[config.mk]
export PLATFORM = sky130hd
export DESIGN_NAME = sfre_read_engine
export DESIGN_NICKNAME = d
export VERILOG_FILES = /design/src/verilog/sfre_pkg.sv /design/src/verilog/sfre_read_engine.sv
export VERILOG_INCLUDE_DIRS = /design/src /design/src/verilog
export SDC_FILE = /design/constraint.sdc
export NUM_CORES = 1
export LEC_CHECK = 0
export BUFFER_PORTS_ARGS = -buffer_cell sky130_fd_sc_hd__buf_4
export CORE_MARGIN = 3
export CORE_UTILIZATION = 40
export DETAILED_ROUTE_END_ITERATION = 10
export GPL_TIMING_DRIVEN = 0
export PLACE_DENSITY = 0.54
export SYNTH_ARGS = -nofsm -noshare
export SYNTH_HDL_FRONTEND = slang
export SYNTH_SLANG_ARGS = --single-unit
[constraint.sdc]
create_clock -name I_CLK_SYS -period 7.6 [get_ports I_CLK_SYS]
set_input_delay 1.14 -clock I_CLK_SYS [delete_from_list [all_inputs] [get_ports I_CLK_SYS]]
set_output_delay 1.14 -clock I_CLK_SYS [all_outputs]
set_load 0.03 [all_outputs]
[src/verilog/sfre_defines.svh]
// Constants for the serial flash read engine
`ifndef SFRE_DEFINES_SVH
`define SFRE_DEFINES_SVH

`define SFRE_OP_READ        8'h03
`define SFRE_OP_FAST        8'h0B
`define SFRE_OP_DTR_FAST    8'h0D
`define SFRE_OP_DUAL_OUT    8'h3B
`define SFRE_OP_QUAD_OUT    8'h6B
`define SFRE_OP_DUAL_IO     8'hBB

`define SFRE_CMD_BITS       5'h08
`define SFRE_ADDR_BITS      5'h18
`define SFRE_MODE_BITS      5'h08
`define SFRE_BYTE_BITS      4'h8

`define SFRE_LANES_1        3'h1
`define SFRE_LANES_2        3'h2
`define SFRE_LANES_4        3'h4

`define SFRE_DUMMY_NONE     4'h0
`define SFRE_DUMMY_FAST     4'h8
`define SFRE_DUMMY_DTR_SPI  4'h6
`define SFRE_DUMMY_DTR_QPI  4'h8
`define SFRE_DUMMY_RESET    4'h2

`define SFRE_PARAM_P4       2'h1
`define SFRE_PARAM_P6       2'h2
`define SFRE_PARAM_P8       2'h3
`define SFRE_DUMMY_P4       4'h4
`define SFRE_DUMMY_P6       4'h6
`define SFRE_DUMMY_P8       4'h8

`define SFRE_SKIP_CODE      2'h2

`define SFRE_OE_SINGLE      4'h2
`define SFRE_OE_DUAL        4'h3
`define SFRE_OE_QUAD        4'hF

`endif

[src/verilog/sfre_pkg.sv]
// Types shared by the serial flash read engine
package sfre_pkg;

  typedef enum logic [2:0] {
    SFRE_IDLE   = 3'b000,
    SFRE_CMD    = 3'b001,
    SFRE_ADDR   = 3'b010,
    SFRE_MODE   = 3'b011,
    SFRE_DUMMY  = 3'b100,
    SFRE_DATA   = 3'b101,
    SFRE_IGNORE = 3'b110
  } sfre_state_type;

  typedef struct packed {
    logic       valid;
    logic [2:0] addr_lanes;
    logic       addr_dtr;
    logic       has_mode;
    logic [3:0] dummy;
    logic [2:0] data_lanes;
    logic       data_dtr;
  } sfre_cfg_type;

  typedef struct packed {
    logic [3:0] dq;
    logic [3:0] oe;
  } sfre_lanes_type;

endpackage

[src/verilog/sfre_read_engine.sv]
// Read command engine of a serial NOR flash, sampling the host clock
`include "sfre_defines.svh"
`timescale 1ns/100ps
`default_nettype none

module sfre_read_engine (
  input  wire logic       I_CLK_SYS,
  input  wire logic       I_RESET,
  input  wire logic       I_SCLK,
  input  wire logic       I_CS_N,
  input  wire logic [3:0] I_DQ,
  input  wire logic       I_BUSY,
  input  wire logic       I_QUAD_EN,
  input  wire logic       I_FOUR_LINE_MODE,
  input  wire logic       I_PARAM_WE,
  input  wire logic [1:0] I_READ_PARAM,
  input  wire logic [7:0] I_MEM_DATA,
  output var  logic [3:0] O_DQ,
  output var  logic [3:0] O_DQ_OE,
  output var  logic [23:0] O_MEM_ADDR,
  output var  logic       O_SKIP_MODE,
  output var  logic       O_DATA_PHASE
);
  import sfre_pkg::*;

  function automatic sfre_cfg_type decode(input logic [7:0] op,
                                          input logic       four_line_command_mode,
                                          input logic       qe,
                                          input logic [3:0] pdum);
    sfre_cfg_type c;
    c = '0;
    c.addr_lanes = `SFRE_LANES_1;
    c.data_lanes = `SFRE_LANES_1;
    if (four_line_command_mode) begin
      c.addr_lanes = `SFRE_LANES_4;
      c.data_lanes = `SFRE_LANES_4;
      case (op)
        `SFRE_OP_FAST: begin
          c.valid = 1'b1;
          c.dummy = pdum;
        end
        `SFRE_OP_DTR_FAST: begin
          c.valid    = 1'b1;
          c.addr_dtr = 1'b1;
          c.data_dtr = 1'b1;
          c.dummy    = `SFRE_DUMMY_DTR_QPI;
        end
        default: c.valid = 1'b0;
      endcase
    end else begin
      case (op)
        `SFRE_OP_READ: begin
          c.valid = 1'b1;
          c.dummy = `SFRE_DUMMY_NONE;
        end
        `SFRE_OP_FAST: begin
          c.valid = 1'b1;
          c.dummy = `SFRE_DUMMY_FAST;
        end
        `SFRE_OP_DTR_FAST: begin
          c.valid    = 1'b1;
          c.addr_dtr = 1'b1;
          c.data_dtr = 1'b1;
          c.dummy    = `SFRE_DUMMY_DTR_SPI;
        end
        `SFRE_OP_DUAL_OUT: begin
          c.valid      = 1'b1;
          c.dummy      = `SFRE_DUMMY_FAST;
          c.data_lanes = `SFRE_LANES_2;
        end
        `SFRE_OP_QUAD_OUT: begin
          c.valid      = qe;
          c.dummy      = `SFRE_DUMMY_FAST;
          c.data_lanes = `SFRE_LANES_4;
        end
        // dual I/O, mode bits fill the four clocks
        `SFRE_OP_DUAL_IO: begin
          c.valid      = 1'b1;
          c.addr_lanes = `SFRE_LANES_2;
          c.has_mode   = 1'b1;
          c.dummy      = `SFRE_DUMMY_NONE;
          c.data_lanes = `SFRE_LANES_2;
        end
        default: c.valid = 1'b0;
      endcase
    end
    return c;
  endfunction

  function automatic logic [23:0] shift_in(input logic [23:0] sh,
                                           input logic [3:0]  dq,
                                           input logic [2:0]  lanes);
    case (lanes)
      `SFRE_LANES_2: shift_in = {sh[21:0], dq[1:0]};
      `SFRE_LANES_4: shift_in = {sh[19:0], dq};
      default:       shift_in = {sh[22:0], dq[0]};
    endcase
  endfunction

  // Single output uses lane one, the usual serial out line
  function automatic sfre_lanes_type drive(input logic [7:0] b,
                                           input logic [2:0] lanes);
    sfre_lanes_type l;
    case (lanes)
      `SFRE_LANES_2: begin
        l.dq = {2'h0, b[7:6]};
        l.oe = `SFRE_OE_DUAL;
      end
      `SFRE_LANES_4: begin
        l.dq = b[7:4];
        l.oe = `SFRE_OE_QUAD;
      end
      default: begin
        l.dq = {2'h0, b[7], 1'b0};
        l.oe = `SFRE_OE_SINGLE;
      end
    endcase
    return l;
  endfunction

  // Two-stage synchronisers; the first stage never feeds logic, the second and its delayed copy sclk_d_r do
  logic [1:0] sclk_sync_r;
  logic [1:0] cs_sync_r;
  logic [3:0] dq_meta_r;
  logic [3:0] dq_s_r;
  logic       sclk_d_r;

  always_ff @(posedge I_CLK_SYS) begin
    if (I_RESET) begin
      sclk_sync_r <= 2'h0;
      cs_sync_r   <= 2'h3;
      dq_meta_r   <= 4'h0;
      dq_s_r      <= 4'h0;
      sclk_d_r    <= 1'b0;
    end else begin
      sclk_sync_r <= {sclk_sync_r[0], I_SCLK};
      cs_sync_r   <= {cs_sync_r[0], I_CS_N};
      dq_meta_r   <= I_DQ;
      dq_s_r      <= dq_meta_r;
      sclk_d_r    <= sclk_sync_r[1];
    end
  end

  logic sclk_s;
  logic cs_high;
  logic rise;
  logic fall;
  assign sclk_s  = sclk_sync_r[1];
  assign cs_high = cs_sync_r[1];
  assign rise    = sclk_s & ~sclk_d_r;
  assign fall    = ~sclk_s & sclk_d_r;

  sfre_state_type state_r, state_nxt;
  sfre_cfg_type   cfg_r, cfg_nxt;
  logic [4:0]     cnt_r, cnt_nxt;
  logic [23:0]    sh_r, sh_nxt;
  logic [23:0]    addr_r, addr_nxt;
  logic [7:0]     out_sh_r, out_sh_nxt;
  logic [3:0]     out_left_r, out_left_nxt;
  sfre_lanes_type lanes_r, lanes_nxt;
  logic           skip_r, skip_nxt;
  logic [3:0]     pdum_r, pdum_nxt;
  logic           data_ph_r, data_ph_nxt;

  always_comb begin
    sfre_cfg_type c;
    logic [23:0]  s;
    logic [7:0]   b;
    logic [3:0]   left;
    c            = '0;
    s            = 24'h0;
    b            = 8'h0;
    left         = 4'h0;
    state_nxt    = state_r;
    cfg_nxt      = cfg_r;
    cnt_nxt      = cnt_r;
    sh_nxt       = sh_r;
    addr_nxt     = addr_r;
    out_sh_nxt   = out_sh_r;
    out_left_nxt = out_left_r;
    lanes_nxt    = lanes_r;
    skip_nxt     = skip_r;
    pdum_nxt     = pdum_r;
    // parameter encoding, code 00 leaves the count unchanged
    if (I_PARAM_WE) begin
      case (I_READ_PARAM)
        `SFRE_PARAM_P4: pdum_nxt = `SFRE_DUMMY_P4;
        `SFRE_PARAM_P6: pdum_nxt = `SFRE_DUMMY_P6;
        `SFRE_PARAM_P8: pdum_nxt = `SFRE_DUMMY_P8;
        default:        pdum_nxt = pdum_r;
      endcase
    end
    case (state_r)
      SFRE_IDLE: begin
        if (!cs_high) begin
          // skip mode goes straight to the address
          if (skip_r) begin
            cfg_nxt   = decode(`SFRE_OP_DUAL_IO, 1'b0, I_QUAD_EN, pdum_r);
            cnt_nxt   = `SFRE_ADDR_BITS;
            state_nxt = SFRE_ADDR;
          end else begin
            cnt_nxt   = `SFRE_CMD_BITS;
            state_nxt = SFRE_CMD;
          end
        end
      end
      SFRE_CMD: begin
        if (rise) begin
          s      = shift_in(sh_r, dq_s_r,
                            I_FOUR_LINE_MODE ? `SFRE_LANES_4
                                             : `SFRE_LANES_1);
          sh_nxt = s;
          if (cnt_r == {2'h0, (I_FOUR_LINE_MODE ? `SFRE_LANES_4
                                                : `SFRE_LANES_1)}) begin
            c = decode(s[7:0], I_FOUR_LINE_MODE, I_QUAD_EN, pdum_r);
            // busy makes the read a no-op
            if (I_BUSY || !c.valid) begin
              state_nxt = SFRE_IGNORE;
            end else begin
              cfg_nxt   = c;
              cnt_nxt   = `SFRE_ADDR_BITS;
              state_nxt = SFRE_ADDR;
            end
          end else begin
            cnt_nxt = cnt_r - {2'h0, (I_FOUR_LINE_MODE ? `SFRE_LANES_4
                                                       : `SFRE_LANES_1)};
          end
        end
      end
      SFRE_ADDR: begin
        // address capture, both edges when double rate
        if (rise || (cfg_r.addr_dtr && fall)) begin
          s      = shift_in(sh_r, dq_s_r, cfg_r.addr_lanes);
          sh_nxt = s;
          if (cnt_r == {2'h0, cfg_r.addr_lanes}) begin
            addr_nxt     = s;
            out_left_nxt = 4'h0;
            if (cfg_r.has_mode) begin
              cnt_nxt   = `SFRE_MODE_BITS;
              state_nxt = SFRE_MODE;
            end else if (cfg_r.dummy == `SFRE_DUMMY_NONE) begin
              state_nxt = SFRE_DATA;
            end else begin
              cnt_nxt   = {1'b0, cfg_r.dummy};
              state_nxt = SFRE_DUMMY;
            end
          end else begin
            cnt_nxt = cnt_r - {2'h0, cfg_r.addr_lanes};
          end
        end
      end
      SFRE_MODE: begin
        // eight mode bits, lower nibble unused
        if (rise) begin
          s      = shift_in(sh_r, dq_s_r, cfg_r.addr_lanes);
          sh_nxt = s;
          if (cnt_r == {2'h0, cfg_r.addr_lanes}) begin
            // mode bits 5:4 decide the next frame
            skip_nxt  = (s[5:4] == `SFRE_SKIP_CODE);
            state_nxt = SFRE_DATA;
          end else begin
            cnt_nxt = cnt_r - {2'h0, cfg_r.addr_lanes};
          end
        end
      end
      SFRE_DUMMY: begin
        // count dummy clocks, lanes stay released
        if (rise) begin
          if (cnt_r == 5'h01) begin
            state_nxt = SFRE_DATA;
          end else begin
            cnt_nxt = cnt_r - 5'h01;
          end
        end
      end
      SFRE_DATA: begin
        // first bits on a falling edge, MSB first
        if (fall || (cfg_r.data_dtr && rise)) begin
          b    = (out_left_r == 4'h0) ? I_MEM_DATA : out_sh_r;
          left = (out_left_r == 4'h0) ? `SFRE_BYTE_BITS : out_left_r;
          lanes_nxt    = drive(b, cfg_r.data_lanes);
          out_sh_nxt   = b << cfg_r.data_lanes;
          out_left_nxt = left - {1'b0, cfg_r.data_lanes};
          // next address once the byte is out
          if (left == {1'b0, cfg_r.data_lanes}) begin
            addr_nxt = addr_r + 24'h000001;
          end
        end
      end
      SFRE_IGNORE: begin
        state_nxt = SFRE_IGNORE;
      end
      default: begin
        state_nxt = SFRE_IDLE;
      end
    endcase
    // select high aborts and releases every lane
    if (cs_high) begin
      state_nxt    = SFRE_IDLE;
      lanes_nxt    = '0;
      out_left_nxt = 4'h0;
    end
    data_ph_nxt = (state_nxt == SFRE_DATA);
  end

  always_ff @(posedge I_CLK_SYS) begin
    if (I_RESET) begin
      state_r    <= SFRE_IDLE;
      cfg_r      <= '0;
      cnt_r      <= 5'h00;
      sh_r       <= 24'h000000;
      addr_r     <= 24'h000000;
      out_sh_r   <= 8'h00;
      out_left_r <= 4'h0;
      lanes_r    <= '0;
      skip_r     <= 1'b0;
      pdum_r     <= `SFRE_DUMMY_RESET;
      data_ph_r  <= 1'b0;
    end else begin
      state_r    <= state_nxt;
      cfg_r      <= cfg_nxt;
      cnt_r      <= cnt_nxt;
      sh_r       <= sh_nxt;
      addr_r     <= addr_nxt;
      out_sh_r   <= out_sh_nxt;
      out_left_r <= out_left_nxt;
      lanes_r    <= lanes_nxt;
      skip_r     <= skip_nxt;
      pdum_r     <= pdum_nxt;
      data_ph_r  <= data_ph_nxt;
    end
  end

  assign O_DQ         = lanes_r.dq;
  assign O_DQ_OE      = lanes_r.oe;
  assign O_MEM_ADDR   = addr_r;
  assign O_SKIP_MODE  = skip_r;
  assign O_DATA_PHASE = data_ph_r;

endmodule

`default_nettype wire
==> metrics, run 1 <==
status completed; io pins 56; Detail Route Antenna Nets 0; Slew @ Worst Pin 791 ps; vias per inst 6.03; xor-xnor portion of the synthesized cell area 0.0118; min Tclk post-route 3670 ps; largest net degree at the start of global routing 19; hold buffers post-CTS 0; Fmax 273 MHz; # setup viols final 0; grt ovf 0; Post-synth EDFFs 0; CTS Buf Count 9; final-stage net count 980; Crit-path slowest cell nor4_2; number of DRC markers in iteration 0 551; share of cells above drive strength 1 0.122; Async SR Flop Fraction 0; Slew headroom 0.468; Routed wire per std cell 19.3 microns; antenna violations before repair 0; Crit path largest cell delay 740 ps; Leak 2.75 nW; hpwl dp 16700 microns; reg2reg path depth 10; Synth Area in Adders 0.0285; Post-Place Cells 1149; Synth Area in Compound Gates 0.290; Skew-Pair Late Insertion Delay 360 ps; Worst setup EP type flip-flop; Post-Syn Area 6670 sq um; clock root cell clkbuf_16; n_diodes 0; setup TNS 0 ps; r2r setup slk 4610 ps; Max-cap violations 0; final hold violations 0; hold path start cs_sync_r[0]; FF+latch count, synth 102; die height 135 microns; final cell count without fillers 1165; pins over their slew limit 0; Pwr Density 143 nW/um^2; post-CTS setup repair buffer count 0; Initial Utilization 0.414; cells along the critical path buf_4, buf_2, clkinv_1, ha_1, nand3b_1, or2_0, clkbuf_1, nor4_2, nor2_1, o211a_1; # port buffers 55; CP required 7850 ps; DRC viols 0; Total Routing Usage GR 0.242; critical path class in2reg; # rows 46; post-synthesis simple-gate area fraction 0.244; FF-to-FF End O_MEM_ADDR[12]; H-tree levels 3; core area 16100 sq um; register area share after synthesis 0.306; main combinational cell family by area after synthesis compound AO/OA/AOI/OAI gates; Hold Crit Class reg2reg; post-synth cell types 81; clock skew 8.44 ps; clk buf depth 2; Synthesized Nets 914; CTS tree done; Hold EP cs_sync_r[1]; mux cell area share after synthesis 0.0638; Total Power 1.10 mW; area grow syn2layout 14.6%; CTS sink cnt 102; DR vias 7026; CP startpoint kind primary input; DIE AREA 18300 sq um; period utilization 0.482; Yosys warnings 0; RD Place Congestion 0.942; CP Max Fanout 10; die width 135 microns; Main synth FF type dfxtp_1; CTS clock-pin slew for the worst setup and hold paths 70 ps; drt total wl 22500 microns; Cells after Synth 878; VDD IR max 106 uV; Worst Hold Depth 1; syn_area_per_cell 7.60 sq um; Fillers 1643; launch point of the worst reg-to-reg path cfg_r[2]; post-CTS sizing 0; first-pass GRT wire length 35700 microns; Worst Path Arrival 3920 ps; first drt pass iteration count 5; RSZ-0062 raised after global routing false; vias in the first global route 6711
==> cell families (layout without fill, tap and decap cells) <==
kind of cell,after synthesis,in the layout
xor+xnor,9,9
mux,38,38
flops,102,102
compound gates,299,299
simple gates,327,327
buf+inv,89,160
fa+ha+maj,14,14
==> layout make-up <==
| class | count | area [sq um] | share of cell area |
|---|---|---|---|
| buffer | 68 | 293 | 0.0383 |
| clock buffer | 10 | 239 | 0.0313 |
| clock inverter | 6 | 52.6 | 0.00688 |
| inverter | 21 | 78.8 | 0.0103 |
| multi-input combinational | 687 | 4260 | 0.557 |
| sequential | 102 | 2040 | 0.267 |
| tap | 216 | 270 | 0.0354 |
| timing repair buffer | 55 | 413 | 0.0540 |
==> synthesized netlist by cell type, types with 12 or more instances <==
cell / count / area (sq um)
a21oi_1: 107 / 536
dfxtp_1: 102 / 2040
nand2_1: 96 / 360
nor2_1: 74 / 278
o21ai_0: 54 / 270
clkbuf_1: 44 / 165
nand3_1: 35 / 175
a211oi_1: 33 / 248
mux2i_1: 29 / 290
nor2b_1: 27 / 169
a22o_1: 23 / 201
nor3_1: 20 / 100
inv_1: 19 / 71.3
buf_2: 15 / 75.1
o31ai_1: 13 / 97.6
ha_1: 12 / 150
==> metrics by stage <==
step	hold slack [ps]	setup WS, ps	instance area (sq um)	utilization
5_1_grt	442	3770	7640	0.474
3_5_place_dp	410	3610	7350	0.456
3_3_place_gp	400	3650	7350	0.456
6_report	423	3930	7640	0.474
2_1_floorplan	389	4410	6670	-
4_1_cts	430	3980	7640	0.474
==> registers in the layout, summed over array words and instances (netlist names) <==
signal / count
sclk_sync_r: 2
dq_s_r: 4
dq_meta_r: 4
O_SKIP_MODE: 1
pdum_r: 3
out_sh_r: 8
cs_sync_r: 2
sclk_d_r: 1
O_MEM_ADDR: 24
O_DATA_PHASE: 1
O_DQ: 4
O_DQ_OE: 3
out_left_r: 4
state_r: 3
cfg_r: 10
cnt_r: 5
sh_r: 23
==> cell usage in the layout (no fill, tap or decap), types with 4 or more instances in the layout <==
master / n
clkbuf_16: 9
clkbuf_1: 44
a211oi_1: 33
and2_1: 5
nor4_1: 6
buf_2: 15
nor2_1: 74
mux2i_1: 29
nor2b_1: 27
nand3_1: 35
nand3b_1: 7
and3_1: 6
nand2_1: 96
nor3_1: 20
buf_1: 6
a22oi_1: 6
xnor2_1: 5
nor3b_1: 7
a21oi_1: 107
inv_1: 19
o21ai_0: 54
nand4_1: 4
mux2_2: 6
or3_1: 8
o31ai_1: 13
o21a_1: 8
nand2b_1: 7
o22ai_1: 5
dfxtp_1: 102
or4_1: 5
ha_1: 12
a31oi_1: 6
buf_4: 56
a22o_1: 23
xor2_1: 4
==> where the power goes <==
group,switching (mW),leakage [nW],total [mW],internal (mW)
clock network,0.234,0.143,0.472,0.238
logic,0.0482,1.78,0.0809,0.0327
registers,0.00486,0.825,0.544,0.539
total,0.287,2.75,1.10,0.809
==> worst max-delay path by stage <==
stage / start / to / slack (ps) / depth (start not counted)
floorplan: I_FOUR_LINE_MODE / cfg_r[0] / 4410 / 10
global placement: I_FOUR_LINE_MODE / cnt_r[3] / 3650 / 10
detailed placement: I_FOUR_LINE_MODE / cnt_r[3] / 3610 / 10
CTS: I_FOUR_LINE_MODE / cnt_r[3] / 3980 / 10
global route: I_FOUR_LINE_MODE / cnt_r[3] / 3770 / 10
finish: I_FOUR_LINE_MODE / cnt_r[3] / 3930 / 10
==> routing by layer <==
metal,global-route usage,wire [microns],up-vias
li1,-,-,3356
met5,0,0,-
met3,0.0216,990,34
met4,0.0823,498,0
met2,0.405,10600,234
met1,0.329,10300,3402
==> worst max-delay path, delay by kind of cell <==
kind / cells / cell delay, ps
fa+ha+maj: 1 / 480
compound gates: 1 / 240
simple gates: 4 / 1210
buf+inv: 4 / 850
Note: power is estimated with default switching activity, not from simulation.
==> inputs of run 2 (changes only) <==
Settings changed: PLACE_DENSITY 0.54 to 0.56.
Clock period 7.6 ns to 3.1 ns, I/O delays scaled along.
==> run 2 against run 1 <==
Against the previous run: sequential share of layout area is essentially flat; cell count decreased by 0.17%; clock skew is 1.1 ps higher; routed wire length fell by 4.2%; utilization up 0.070 points; first-iteration DRC count rose by 44%; global-route usage is 0.42 points lower; final area up 0.15%; die area stayed put; highest routed layer unchanged.
==> metrics, run 2 (synthesis gave the netlist of run 1 again) <==
pins over their slew limit 0; Slew headroom 0.491; worst hold slack 287 ps; min Tclk post-route 2840 ps; vias in the first global route 6419; Total Power 2.66 mW; DR vias 6893; largest net degree at the start of global routing 16; # setup viols final 0; # rows 46; Hold Crit Class in2reg; clock root cell clkbuf_16; reg2reg path depth 9; clock skew 9.56 ps; most common cell after layout, fill and taps aside a21oi_1; CP Max Fanout 10; area grow syn2layout 14.8%; max reg flops 24; CTS Buf Count 9; Worst Path Arrival 3060 ps; CTS tree done; clk buf depth 2; RSZ-0062 raised after global routing false; Pwr Density 348 nW/um^2; r2r setup slk 260 ps; CTS sink cnt 102; DRC viols 0; Worst setup EP type flip-flop; io pins 56; status completed; Skew-Pair Late Insertion Delay 360 ps; Fmax 352 MHz; core area 16100 sq um; die width 135 microns; share of cells above drive strength 1 0.125; CTS clock-pin slew for the worst setup and hold paths 70 ps; final std cell area, no fill 7650 sq um; H-tree levels 3; FF-to-FF End O_MEM_ADDR[6]; commonest non-fill, non-tap cells in the layout a21oi_1, dfxtp_1, nand2_1, nor2_1, buf_4; CP required 3320 ps; Leak 2.74 nW; # port buffers 55; launch point of the worst reg-to-reg path cfg_r[11]; Total Routing Usage GR 0.238; Critical path origin cfg_r[11]; drt total wl 21500 microns; VDD IR max 273 uV; Post-Place Cell Area 7350 sq um; n_diodes 0; grt ovf 0; CP startpoint kind flip-flop; post-CTS setup repair buffer count 0; hpwl dp 16100 microns; first-pass GRT wire length 34700 microns; Initial Utilization 0.414; first drt pass iteration count 6; period utilization 0.916; die height 135 microns; critical path class reg2reg; Detail Route Antenna Nets 0; Critical Path End O_MEM_ADDR[6]; vias per inst 5.93; final-stage net count 978; final hold violations 0; antenna violations before repair 0; Slew @ Worst Pin 758 ps; Routed wire per std cell 18.5 microns; RD Place Congestion 0.889; DIE AREA 18300 sq um; Max-cap violations 0; number of DRC markers in iteration 0 792
[run 2: worst max-delay path, stage by stage (launching register included)]
cell and delay, ps:
dfxtp_1 560, inv_1 120, ha_1 320, nand3_1 210
nor2_2 310, a21oi_1 160, or3_1 430, clkbuf_1 270
o21ai_0 220, a21oi_1 90
[run 2: layer usage]
layer | up-vias | track usage | part of all wire | routed length [microns]
met5 | - | 0 | 0 | 0
li1 | 3360 | - | - | -
met3 | 43 | 0.0287 | 0.047 | 1010
met1 | 3266 | 0.330 | 0.46 | 9920
met4 | 0 | 0.0907 | 0.029 | 629
met2 | 224 | 0.379 | 0.46 | 9960
[run 2: area by class of cell]
type / instances / area (sq um)
multi-input combinational: 687 / 4270
inverter: 21 / 86.3
clock buffer: 14 / 274
fill: 1651 / 8460
timing repair buffer: 55 / 413
sequential: 102 / 2040
tap: 216 / 270
buffer: 66 / 285
clock inverter: 2 / 15.0
[run 2: repair_timing]
item	CTS	global route
gates resized for setup	0	5
endpoints found under the setup margin	0	32
hold buffers	0	0
[run 2: worst min path at each step]
| stage | start | to | slack [ps] | depth (start not counted) |
|---|---|---|---|---|
| after global placement | cs_sync_r[0] | cs_sync_r[1] | 410 | 1 |
| after global routing | I_CS_N | cs_sync_r[0] | 290 | 2 |
| after floorplan | cs_sync_r[0] | cs_sync_r[1] | 390 | 1 |
| final | I_CS_N | cs_sync_r[0] | 290 | 2 |
| after detailed placement | cs_sync_r[0] | cs_sync_r[1] | 400 | 1 |
| after CTS | I_CS_N | cs_sync_r[0] | 280 | 2 |
[run 2: power by group]
group	switching (mW)	leakage, nW	internal [mW]	total [mW]
sequential	0.0113	0.825	1.32	1.33
combinational	0.117	1.78	0.0808	0.198
clock	0.521	0.135	0.612	1.13
[run 2: metrics by stage]
stage | instances | setup TNS (ps) | setup WS [ps] | utilization
after global placement | 1149 | -2080 | -182 | 0.456
after CTS | 1165 | 0 | 96.7 | 0.474
final | 1163 | 0 | 261 | 0.475
after detailed placement | 1149 | -2080 | -195 | 0.456
after floorplan | 878 | 0 | 580 | -
after global routing | 1163 | 0 | 37.7 | 0.475
